<file path="src/hw/dwx_consts.vh">
// Constants for the double-word arithmetic, shift and exclusive-OR execution block.
`ifndef DWX_CONSTS_VH
`define DWX_CONSTS_VH
`define DWX_OP_PERMIT   4'h5
`define DWX_OP_XOR      4'h6
`define DWX_OP_SHIFT    4'h7
`define DWX_OP_DADD     4'hA
`define DWX_OP_DSUB     4'hB
`define DWX_OP_SWAP     4'hC
`define DWX_SYS_REG     4'hF
`define DWX_SH_LA       3'h0
`define DWX_SH_RA       3'h1
`define DWX_SH_LL       3'h2
`define DWX_SH_RL       3'h3
`define DWX_SH_LN       3'h4
`define DWX_SH_RN       3'h5
`define DWX_SH_LC       3'h6
`define DWX_SH_RC       3'h7
`define DWX_MODE_REG    2'h0
`define DWX_MODE_REGIND 2'h1
`define DWX_MODE_IND    2'h3
`define DWX_NORM_MAX    5'h1F
`define DWX_ST_IDLE     3'h0
`define DWX_ST_PTR      3'h1
`define DWX_ST_RD1      3'h2
`define DWX_ST_RD2      3'h3
`define DWX_ST_MWR      3'h4
`define DWX_ST_NORM     3'h5
`endif

</file>
<file path="src/hw/dwx_addsub32.v">
// 32-bit adder and subtractor for the accumulator pair.
`timescale 1ns/1ps
module dwx_addsub32 #(
	parameter W = 32
) (
	input  wire [W-1:0] a_in,
	input  wire [W-1:0] b_in,
	input  wire         sub_in,
	output wire [W-1:0] sum_out
);
	// Carries out of the top bit are dropped; no condition register is kept here.
	assign sum_out = sub_in ? (a_in - b_in) : (a_in + b_in);
endmodule // dwx_addsub32

</file>
<file path="src/hw/dwx_shift32.v">
// Double-length barrel shifter with arithmetic, logical and circular variants.
`timescale 1ns/1ps
module dwx_shift32 (
	input  wire [31:0] value_in,
	input  wire [2:0]  sel_in,
	input  wire [4:0]  count_in,
	output reg  [31:0] result_out
);
	`include "dwx_consts.vh"
	wire [5:0]  amt = {1'b0, count_in};
	wire [5:0]  inv = 6'h20 - amt;
	wire [31:0] lsh = value_in << amt;
	wire [31:0] rsh = value_in >> amt;
	wire [31:0] ash = $signed(value_in) >>> amt;
	wire [31:0] rol = lsh | (value_in >> inv);
	wire [31:0] ror = rsh | (value_in << inv);
	always @*
	begin
		case (sel_in)
			`DWX_SH_LA, `DWX_SH_LN: result_out = {value_in[31], lsh[30:0]};
			`DWX_SH_LL: result_out = lsh;
			`DWX_SH_LC: result_out = rol;
			`DWX_SH_RA, `DWX_SH_RN: result_out = ash;
			`DWX_SH_RL: result_out = rsh;
			default: result_out = ror;
		endcase
	end
endmodule // dwx_shift32

</file>
<file path="src/hw/dwx_exec.v">
// Execution unit for double add/subtract, double shifts, exclusive OR and char exchange.
// Overview of operation
// - Opcode 1010 with a register operand adds the pair R2,R2+1 into the accumulator pair.
// - The double add with constant adds the long immediate into the accumulator pair.
// - Indexed double subtract takes the two words at base plus R2 off the accumulator pair.
// - Indirect double subtract reads a pointer first, then subtracts the two words it names.
// - Register double subtract takes R2,R2+1 off the accumulator pair.
// - The double subtract with constant takes the long immediate off the accumulator pair.
// - Shift selector 000, 110 and 010 give left arithmetic, circular and logical shifts.
// - Shift selector 001, 111 and 011 give right arithmetic, circular and logical shifts.
// - Opcode 0101 sets the status so that interrupts are accepted from then on.
// - Opcode 1100 puts R2's left character in R1's right half and R2's right in R1's left.
// - Indexed exclusive OR with destination clear writes R1 xor memory word into R1.
// - Indexed exclusive OR with destination set writes the result back to that memory word.
// - Indexed-indirect exclusive OR with destination set fetches a pointer and stores there.
// - An instruction whose R1 field is 1111 runs only in system mode.
`timescale 1ns/1ps
module dwx_exec (
	input  wire        core_clk_in,
	input  wire        resetn_in,
	input  wire        start_in,
	input  wire [3:0]  opcode_in,
	input  wire        format_in,
	input  wire [1:0]  mode_in,
	input  wire        dest_in,
	input  wire [3:0]  first_reg_field_in,
	input  wire [3:0]  second_reg_field_in,
	input  wire [2:0]  shift_sel_in,
	input  wire [4:0]  shift_cnt_in,
	input  wire [14:0] addr_in,
	input  wire [31:0] long_immediate_in,
	input  wire        sys_mode_in,
	input  wire        mem_ack_in,
	input  wire [15:0] mem_rdata_in,
	input  wire        rf_we_in,
	input  wire [3:0]  rf_waddr_in,
	input  wire [15:0] rf_wdata_in,
	input  wire [3:0]  rf_raddr_in,
	output wire        busy_out,
	output wire        done_out,
	output wire        trap_out,
	output wire        irq_permit_out,
	output wire        mem_req_out,
	output wire        mem_we_out,
	output wire [14:0] mem_addr_out,
	output wire [15:0] mem_wdata_out,
	output wire [15:0] rf_rdata_out
);
	`include "dwx_consts.vh"
	reg  [15:0] rf [0:15];
	reg  [2:0]  st_r;
	reg  [3:0]  opc_r;
	reg  [3:0]  r1_r;
	reg  [3:0]  r2_r;
	reg  [2:0]  sel_r;
	reg         dst_r;
	reg  [4:0]  norm_cnt_r;
	reg  [15:0] op_hi_r;
	reg         busy_r;
	reg         done_r;
	reg         trap_r;
	reg         permit_r;
	reg         mem_req_r;
	reg         mem_we_r;
	reg  [14:0] mem_addr_r;
	reg  [15:0] mem_wdata_r;
	reg  [15:0] rd_data_r;
	reg         wa_en;
	reg  [3:0]  wa_addr;
	reg  [15:0] wa_data;
	reg         wb_en;
	reg  [15:0] wb_data;
	wire        idle = (st_r == `DWX_ST_IDLE);
	wire        go = idle & start_in;
	wire [3:0]  ar1 = idle ? first_reg_field_in : r1_r;
	wire [3:0]  ar2 = idle ? second_reg_field_in : r2_r;
	wire [3:0]  ar1p = ar1 + 4'h1;
	wire [3:0]  ar2p = ar2 + 4'h1;
	wire [31:0] acc = {rf[ar1], rf[ar1p]};
	wire [3:0]  opc = idle ? opcode_in : opc_r;
	wire [2:0]  sel = idle ? shift_sel_in : sel_r;
	wire        priv_bad = (first_reg_field_in == `DWX_SYS_REG) & ~sys_mode_in;
	wire        ok = go & ~priv_bad;
	wire        is_dbl = (opc == `DWX_OP_DADD) | (opc == `DWX_OP_DSUB);
	wire        is_norm = (sel == `DWX_SH_LN) | (sel == `DWX_SH_RN);
	wire [14:0] idx = (second_reg_field_in != 4'h0) ? rf[second_reg_field_in][14:0] : 15'h0000;
	wire [14:0] ea = addr_in + idx;
	wire        rd2_phase = (st_r == `DWX_ST_RD2);
	wire [31:0] opnd = rd2_phase ? {op_hi_r, mem_rdata_in} :
		((mode_in == `DWX_MODE_REG) ? {rf[ar2], rf[ar2p]} : long_immediate_in);
	wire [31:0] sum;
	wire [31:0] shres;
	wire [15:0] xres = rf[ar1] ^ mem_rdata_in;
	wire        ack = mem_req_r & mem_ack_in;
	wire        imm_dbl = ok & is_dbl & format_in & (mode_in != `DWX_MODE_REGIND);
	wire        sh_now = ok & (opc == `DWX_OP_SHIFT) & ~is_norm;
	wire        rd2_done = rd2_phase & ack;
	wire        rd1_x = (st_r == `DWX_ST_RD1) & ack & (opc_r == `DWX_OP_XOR);
	wire        norm_st = (st_r == `DWX_ST_NORM);
	wire        acc_flat = (acc == 32'h00000000) | (acc == 32'hFFFFFFFF);
	wire        cnt_full = (norm_cnt_r == `DWX_NORM_MAX);
	// A zero or all-ones pair never normalizes, so it stops at once with a count of zero.
	wire        norm_stop = acc_flat | cnt_full |
		(sel_r[0] ? acc[0] : (acc[31] != acc[30]));

	dwx_addsub32 #(
		.W      (32)
	) u_addsub (
		.a_in   (acc),
		.b_in   (opnd),
		.sub_in (opc == `DWX_OP_DSUB),
		.sum_out(sum)
	);

	dwx_shift32 u_shift (
		.value_in  (acc),
		.sel_in    (sel),
		.count_in  (idle ? shift_cnt_in : 5'h01),
		.result_out(shres)
	);

	always @*
	begin
		wa_en = 1'b0;
		wa_addr = ar1;
		wa_data = 16'h0000;
		wb_en = 1'b0;
		wb_data = 16'h0000;
		if (imm_dbl | rd2_done)
		begin
			// Both halves land in the same edge so the pair is never seen half-updated.
			wa_en = 1'b1;
			wb_en = 1'b1;
			wa_data = sum[31:16];
			wb_data = sum[15:0];
		end
		else if (sh_now | (norm_st & ~norm_stop))
		begin
			wa_en = 1'b1;
			wb_en = 1'b1;
			wa_data = shres[31:16];
			wb_data = shres[15:0];
		end
		else if (norm_st)
		begin
			wa_en = 1'b1;
			wa_addr = r2_r;
			wa_data = {11'h000, norm_cnt_r};
		end
		else if (ok & (opc == `DWX_OP_SWAP))
		begin
			wa_en = 1'b1;
			wa_data = {rf[ar2][7:0], rf[ar2][15:8]};
		end
		else if (rd1_x & ~dst_r)
		begin
			wa_en = 1'b1;
			wa_data = xres;
		end
		else if (idle & ~start_in & rf_we_in)
		begin
			wa_en = 1'b1;
			wa_addr = rf_waddr_in;
			wa_data = rf_wdata_in;
		end
	end

	// Register contents are data, not control, so they carry no reset.
	always @(posedge core_clk_in)
	begin
		if (wa_en)
			rf[wa_addr] <= wa_data;
		if (wb_en)
			rf[ar1p] <= wb_data;
	end

	always @(posedge core_clk_in or negedge resetn_in)
	begin
		if (!resetn_in)
		begin
			st_r <= `DWX_ST_IDLE;
			opc_r <= 4'h0;
			r1_r <= 4'h0;
			r2_r <= 4'h0;
			sel_r <= 3'h0;
			dst_r <= 1'b0;
			norm_cnt_r <= 5'h00;
			op_hi_r <= 16'h0000;
			busy_r <= 1'b0;
			done_r <= 1'b0;
			trap_r <= 1'b0;
			permit_r <= 1'b0;
			mem_req_r <= 1'b0;
			mem_we_r <= 1'b0;
			mem_addr_r <= 15'h0000;
			mem_wdata_r <= 16'h0000;
			rd_data_r <= 16'h0000;
		end
		else
		begin
			done_r <= 1'b0;
			trap_r <= 1'b0;
			rd_data_r <= rf[rf_raddr_in];
			case (st_r)
				`DWX_ST_IDLE:
				begin
					if (go)
					begin
						opc_r <= opcode_in;
						r1_r <= first_reg_field_in;
						r2_r <= second_reg_field_in;
						sel_r <= shift_sel_in;
						dst_r <= dest_in;
						norm_cnt_r <= 5'h00;
						if (priv_bad)
							trap_r <= 1'b1;
						else if (opcode_in == `DWX_OP_PERMIT)
						begin
							permit_r <= 1'b1;
							done_r <= 1'b1;
						end
						else if ((opcode_in == `DWX_OP_SHIFT) & is_norm)
						begin
							st_r <= `DWX_ST_NORM;
							busy_r <= 1'b1;
						end
						else if (is_dbl & format_in & (mode_in == `DWX_MODE_REGIND))
						begin
							mem_req_r <= 1'b1;
							mem_addr_r <= rf[second_reg_field_in][14:0];
							st_r <= `DWX_ST_RD1;
							busy_r <= 1'b1;
						end
						else if ((is_dbl | (opcode_in == `DWX_OP_XOR)) & ~format_in)
						begin
							mem_req_r <= 1'b1;
							mem_addr_r <= ea;
							st_r <= (mode_in == `DWX_MODE_IND) ? `DWX_ST_PTR : `DWX_ST_RD1;
							busy_r <= 1'b1;
						end
						else
							done_r <= 1'b1;
					end
				end
				`DWX_ST_PTR:
				begin
					if (ack)
					begin
						mem_addr_r <= mem_rdata_in[14:0];
						st_r <= `DWX_ST_RD1;
					end
				end
				`DWX_ST_RD1:
				begin
					if (ack)
					begin
						if (opc_r == `DWX_OP_XOR)
						begin
							if (dst_r)
							begin
								mem_we_r <= 1'b1;
								mem_wdata_r <= xres;
								st_r <= `DWX_ST_MWR;
							end
							else
							begin
								mem_req_r <= 1'b0;
								done_r <= 1'b1;
								busy_r <= 1'b0;
								st_r <= `DWX_ST_IDLE;
							end
						end
						else
						begin
							op_hi_r <= mem_rdata_in;
							mem_addr_r <= mem_addr_r + 15'h0001;
							st_r <= `DWX_ST_RD2;
						end
					end
				end
				`DWX_ST_RD2, `DWX_ST_MWR:
				begin
					if (ack)
					begin
						mem_req_r <= 1'b0;
						mem_we_r <= 1'b0;
						done_r <= 1'b1;
						busy_r <= 1'b0;
						st_r <= `DWX_ST_IDLE;
					end
				end
				`DWX_ST_NORM:
				begin
					if (norm_stop)
					begin
						done_r <= 1'b1;
						busy_r <= 1'b0;
						st_r <= `DWX_ST_IDLE;
					end
					else
						norm_cnt_r <= norm_cnt_r + 5'h01;
				end
				default:
				begin
					busy_r <= 1'b0;
					mem_req_r <= 1'b0;
					mem_we_r <= 1'b0;
					st_r <= `DWX_ST_IDLE;
				end
			endcase
		end
	end

	assign busy_out = busy_r;
	assign done_out = done_r;
	assign trap_out = trap_r;
	assign irq_permit_out = permit_r;
	assign mem_req_out = mem_req_r;
	assign mem_we_out = mem_we_r;
	assign mem_addr_out = mem_addr_r;
	assign mem_wdata_out = mem_wdata_r;
	assign rf_rdata_out = rd_data_r;
endmodule // dwx_exec

</file>
<file path="config.mk">
export PLATFORM = sky130hd
export DESIGN_NAME = dwx_exec
export DESIGN_NICKNAME = d
export VERILOG_FILES = /design/src/hw/dwx_addsub32.v /design/src/hw/dwx_shift32.v /design/src/hw/dwx_exec.v
export VERILOG_INCLUDE_DIRS = /design/src /design/src/hw
export SDC_FILE = /design/constraint.sdc
export NUM_CORES = 2
export LEC_CHECK = 0
export BUFFER_PORTS_ARGS = -buffer_cell sky130_fd_sc_hd__buf_2
export CELL_PAD_IN_SITES_DETAIL_PLACEMENT = 1
export CELL_PAD_IN_SITES_GLOBAL_PLACEMENT = 2
export CORE_ASPECT_RATIO = 1.2
export CORE_MARGIN = 2
export CORE_UTILIZATION = 27
export DETAILED_ROUTE_END_ITERATION = 6
export PLACE_DENSITY = 0.73
export SKIP_LAST_GASP = 1
export SLEW_MARGIN = 10
export SYNTH_ARGS = -nofsm -noshare
export SYNTH_HDL_FRONTEND = slang
export SYNTH_SLANG_ARGS = --single-unit
export TNS_END_PERCENT = 5
</file>
<file path="constraint.sdc">
create_clock -name core_clk_in -period 8.35 [get_ports core_clk_in]
set_clock_uncertainty 0.1 [all_clocks]
set_input_delay 1.67 -clock core_clk_in [delete_from_list [all_inputs] [get_ports core_clk_in]]
set_output_delay 1.67 -clock core_clk_in [all_outputs]
set_load 0.03 [all_outputs]
</file>
After elaboration in Yosys (flattened, before gate mapping)
Memory sizes are Yosys's and may differ from the RTL's. A register that Yosys moved wholly into a read port is not among the register bits.
Cells that the tools add are included.
{"block": "word_totals", "mem_count": 1, "ramBits": 256, "input_bits": 117, "ff_bits": 77}
{"name": "rf", "words": 16, "width": 16, "read_ports": 6, "rd_clocked_by_memory_dff": 1, "wr": 2, "line_no": "dwx_exec.v:50", "rtl": "reg [15:0] rf [0:15];"}
{"block": "op_classes", "addsub": 8, "bitwise": 43, "reduce_logical": 23, "mux": 100, "shift": 5, "eq_ne": 41}
{"op": "one-hot mux 32 bit (5 select lines)", "count": 1}
{"op": "2-to-1 mux 15 bit", "count": 10}
{"op": "2-to-1 mux 16 bit", "count": 8}
{"op": "2-to-1 mux 32 bit", "count": 3}
{"op": "bitwise OR 32 bit", "count": 2}
{"op": "2-to-1 mux 1 bit", "count": 45}
{"op": "one-hot mux 15 bit (3 select lines)", "count": 1}
{"op": "2-to-1 mux 3 bit", "count": 13}
{"op": "2-to-1 mux 4 bit", "count": 9}
{"op": "adder 32 bit", "count": 1}
{"op": "equality test 32 bit, second input constant", "count": 1}
{"op": "zero test 32 bit", "count": 1}
{"op": "<< shifter 32 x 5 -> 32 bit", "count": 1}
{"op": "<< shifter 32 x 6 -> 32 bit", "count": 1}
{"op": ">> shifter 32 x 5 -> 32 bit", "count": 1}
{"op": ">> shifter 32 x 6 -> 32 bit", "count": 1}
{"op": ">>> shifter 32 x 5 -> 32 bit", "count": 1}
{"op": "subtractor 32 bit", "count": 1}
{"op": "AND 1 bit", "count": 21}
{"op": "equality test 4 x 3 -> 1 bit, second input constant", "count": 5}
{"op": "inequality test 2 bit, second input constant", "count": 10}
{"op": "AND reduction 10 bit", "count": 2}
{"op": "equality test 4 bit, second input constant", "count": 4}
{"op": "XOR 16 bit", "count": 1}
{"op": "38 further kinds", "count": 76}

Logic depth before layout (Yosys ltp)
An unclocked memory read counts as a cell.
{"block": "logic_depth", "word_depth": 15, "mapped_depth": 41, "depth_no_buf": 30}

Cells and area by module
Synthesis repeated with hierarchy kept, for this count alone.
{"block": "hier_totals", "cells_unflattened": 4621, "hier_area_um2": 43472.9}
{"mod": "dwx_exec", "cells_per_inst": 3178, "area_each_um2": 31909.4, "instances": 1}
{"mod": "dwx_shift32", "cells_per_inst": 1093, "area_each_um2": 9213.8, "instances": 1}
{"mod": "dwx_addsub32", "cells_per_inst": 350, "area_each_um2": 2349.8, "instances": 1}

Worst setup path after synthesis
OpenSTA, ideal clock, no wires.
{"block": "synth_timing", "path_type": "input to register", "from": "input second_reg_field_in[1]", "to": "memory rf[4][15], data pin", "path_stages": 36, "setup_ns": 0.279, "path_slack_ns": -1.189, "n_path_buf": 8, "arrival_time_ns": 9.160, "t_required_ns": 7.971, "cell_sequence": "clkbuf_1 nor4b_4 nor2_4 inv_2 buf_2 clkbuf_1 buf_1 buf_1 ha_1 clkbuf_1 buf_1 mux4_2 o22ai_1 nor3_1 a221oi_2 ha_1 nand3_1 or3_1 nor2_1 nor2_1 xor2_1 ha_1 a21o_1 a21o_1 a21o_1 a311oi_1 o21ai_0 a21oi_1 o21ai_0 o21a_1 o21ai_0 a21oi_1 xnor3_1 o21a_2 buf_6 mux2i_1"}
{"element": "start, declared", "line_no": "dwx_exec.v:27", "rtl": "input wire [3:0] second_reg_field_in,"}
{"element": "end, declared", "line_no": "dwx_exec.v:50"}

==> summary.md <==
| Metric | Value |
|---|---|
| Async set-reset flop share out of synthesis | `between 20% and 30%` |
| Final period util | `between 90% and 100%` |
| Routed WL | `362000 um` |
| Layout Nets | `6293` |
| Final setup viols | `0` |
| Global Route Usage Sum | `about two fifths` |
| Crit path launch type | `primary input` |
| Crit path time final | `a little over 8 ns` |
| Met3 usage | `roughly 9%` |
| GRT overflow | `0` |
| Pre-Repair DR Iteration Count | `6` |
| RePlAce Congestion | `1.09` |
| Die Span Y | `around 460 um` |
| Vias in the first global route | `around 57000` |
| Synth unique cells | `123` |
| Outcome | `completed` |
| Clk slew on worst S/H paths | `0.06 ns` |
| Routed via count | `57545` |
| CP dominant cell by count | `buf_4` |
| Post-CTS setup buffer count | `0` |
| WP data required | `between 8 and 9 ns` |
| Core area | `between 150000 and 200000 um^2` |
| Syn Inst Count | `5446` |
| Met1 usage | `~44%` |
| CP max-delay cell | `o22ai_1` |
| Post-Syn Area | `~47000 um^2` |
| Sequential area share after synthesis | `approximately a fifth` |
| Skew-Pair Late Insertion Delay | `between 0.6 and 0.7 ns` |
| Synthesis Warnings | `0` |
| CTS max path bufs | `3` |
| Layout cell share with drive strength beyond 1 | `a little under a third` |
| FF+latch count, synth | `between 300 and 400` |
| CP bufs+invs | `7` |
| Initial antenna violation count | `25` |
| Clock root cell | `clkbuf_16` |
| Overall die width | `a little under 400 um` |
| Kind of cell adding the most delay to the critical path | `compound AO/OA/AOI/OAI gates` |
| Worst setup EP type | `flip-flop` |
| Slew Limit Fails | `0` |
| First-pass GRT wire length | `between 400000 and 500000 um` |
| Max-slew headroom | `about a tenth` |
| Row count | `roughly 170` |
| CTS Buf Count | `45` |
| Full die area | `~180000 um^2` |
| Iteration-0 DRC Markers | `7418` |
| I/O Pins | `170` |
| Reg-to-reg critical path startpoint | `st_r[1]$_DFFE_PN0P_` |
| IO Port Bufs | `around 170` |
| Worst r2r dst | `rf[5][3]$_DFFE_PP_` |
| Hold Path Class | `reg -> reg` |
| Worst reg-to-reg setup slack | `just under 0.4 ns` |
| EDFF count, synth | `between 200 and 300` |
| Top_reg_cell synth | `edfxtp_1` |
| TritonCTS Sinks | `349` |
| Antenna Nets Post-Route | `0` |
| Tightest Pin Transition | `roughly 1.3 ns` |
| Final hold violations | `0` |
| Syn_nets | `roughly 5600` |
| CP Launch Point | `second_reg_field_in[1]` |
| Worst path max stage delay | `about 0.61 ns` |
| Largest net degree at the start of global routing | `between 100 and 150` |
| Worst r2r path cells | `29` |
| Arrival @ worst endpoint | `8.48 ns` |
| Crit path max fanout | `16` |
| Met2 GRT Util | `between 60% and 70%` |
| DP HPWL | `around 280000 um` |
| Pre-CTS setup slack | `-0.249 ns` |
| WS Path Type | `in -> reg` |
| RSZ-0062 raised after global routing | `no` |
| CP endpoint | `rf[5][3]$_DFFE_PP_` |
| Max Cap Viol | `0` |
| Vias per Instance | `6.80` |
| CP Depth | `30` |
| CTS tree | `built` |
| WL/cell | `roughly 43 um` |
| Area Growth Syn to Fin | `25.1%` |
| Initial Utilization | `approximately 27%` |
| Busiest grt layer | `met2` |
| H-Tree Depth | `2` |
| Fmax achieved | `between 0.1 and 0.15 GHz` |
| Remaining DRCs | `0` |
| Fin worst setup slack | `between 0.2 and 0.25 ns` |
| Syn Area/Cell | `8.72 um^2` |
layout make-up:
class                   count  area [um^2]
well taps                2295         2870
clock inverters            26          354
fillers                 20264       115000
clock buffers              56         1210
diodes                     21         52.6
flip-flops and latches    349        10000
repair buffers           1153         9670
inverters                  53          201
multi-input cells        4506        35000
through the flow:
| stage | utilization, % | hold WS (ns) | instance area, um^2 | setup TNS [ns] | std cells |
|---|---|---|---|---|---|
| finish | 34.0 | 0.356 | 59400 | 0 | 8459 |
| global route | 34.0 | 0.380 | 59400 | 0 | 8439 |
| CTS | 34.0 | 0.356 | 59400 | 0 | 8438 |
| detailed placement | 33.1 | 0.343 | 57800 | -12.22 | 8356 |
| global placement | 33.1 | 0.347 | 57800 | -4.43 | 8356 |
| floorplan | - | 0.375 | 47600 | 0 | 5446 |
flip-flops by register name, indices dropped and copies added (netlist names), 4 cells and up:
signal         count
r1_r               4
opc_r              4
rf               256
mem_addr_out      15
mem_wdata_out     16
norm_cnt_r         5
r2_r               4
rf_rdata_out      16
op_hi_r           16
placed cells by master, fill, tap and decap left out, types with 57 or more instances in the layout:
cell type | Yosys | final
or3b_2 | 111 | 111
dfrtp_1 | 93 | 88
buf_2 | 130 | 163
nand2_1 | 475 | 473
a311oi_1 | 77 | 66
mux2i_1 | 619 | 615
mux2_2 | 152 | 152
a31oi_1 | 76 | 75
mux4_2 | 205 | 205
nor2_1 | 293 | 283
buf_12 | 0 | 114
xnor2_1 | 62 | 57
o22ai_1 | 78 | 78
edfxtp_1 | 256 | 256
ha_1 | 66 | 62
buf_4 | 47 | 876
and3_1 | 94 | 94
o21ai_0 | 317 | 309
a211oi_1 | 110 | 109
nand3_1 | 223 | 222
or3_1 | 148 | 146
a21oi_1 | 366 | 366
nor3_1 | 164 | 161
repair_timing:
item                                    in CTS  in global routing
resized for setup                            0                  6
endpoints found under the hold margin        0                  0
endpoints found under the setup margin       0                 21
hold buffers                                 0                  0
Yosys cell counts, types with 93 or more instances:
cell type | instances | area [um^2]
mux2i_1 | 619 | 6200
or3_1 | 148 | 926
nand2_1 | 475 | 1780
buf_2 | 130 | 651
edfxtp_1 | 256 | 7690
nand3_1 | 223 | 1120
clkbuf_1 | 265 | 995
or3b_2 | 111 | 972
mux4_2 | 205 | 4620
mux2_2 | 152 | 1710
dfrtp_1 | 93 | 2330
nor2_1 | 293 | 1100
a211oi_1 | 110 | 826
a21oi_1 | 366 | 1830
nor3_1 | 164 | 821
and3_1 | 94 | 588
o21ai_0 | 317 | 1590
logic make-up (layout without fill, tap and decap cells):
group | count (synthesis) | in the layout | synth area share [%]
DFF | 349 | 349 | 21.1
buffers and inverters | 591 | 1288 | 5.97
adders and majority gates | 68 | 68 | 1.82
muxes | 996 | 996 | 26.9
and+or+nand+nor | 1761 | 1761 | 19.4
xor gates and xnor gates | 99 | 99 | 1.85
AOI/OAI and AO/OA | 1582 | 1582 | 22.9
other | 0 | 21 | 0
routing by layer:
metal / up-vias / wire length, um
li1: 22689 / -
met5: - / 119
met4: 12 / 43200
met3: 1475 / 34400
met2: 4201 / 158000
met1: 29168 / 127000
how the worst min path moves through the flow:
stage                                           from                         end  slack, ns  cells after the start
after global routing      irq_permit_out$_DFFE_PN0P_  irq_permit_out$_DFFE_PN0P_       0.38                      1
after global placement    irq_permit_out$_DFFE_PN0P_  irq_permit_out$_DFFE_PN0P_       0.35                      1
after CTS                 irq_permit_out$_DFFE_PN0P_  irq_permit_out$_DFFE_PN0P_       0.36                      1
final                     irq_permit_out$_DFFE_PN0P_  irq_permit_out$_DFFE_PN0P_       0.36                      1
after detailed placement  irq_permit_out$_DFFE_PN0P_  irq_permit_out$_DFFE_PN0P_       0.34                      1
after floorplan               op_hi_r[1]$_DFFE_PN0P_      op_hi_r[1]$_DFFE_PN0P_       0.38                      1
Power is left out: the tool's default activity adds up to more than one toggle a clock period on the data nets, which glitch-free logic cannot reach.
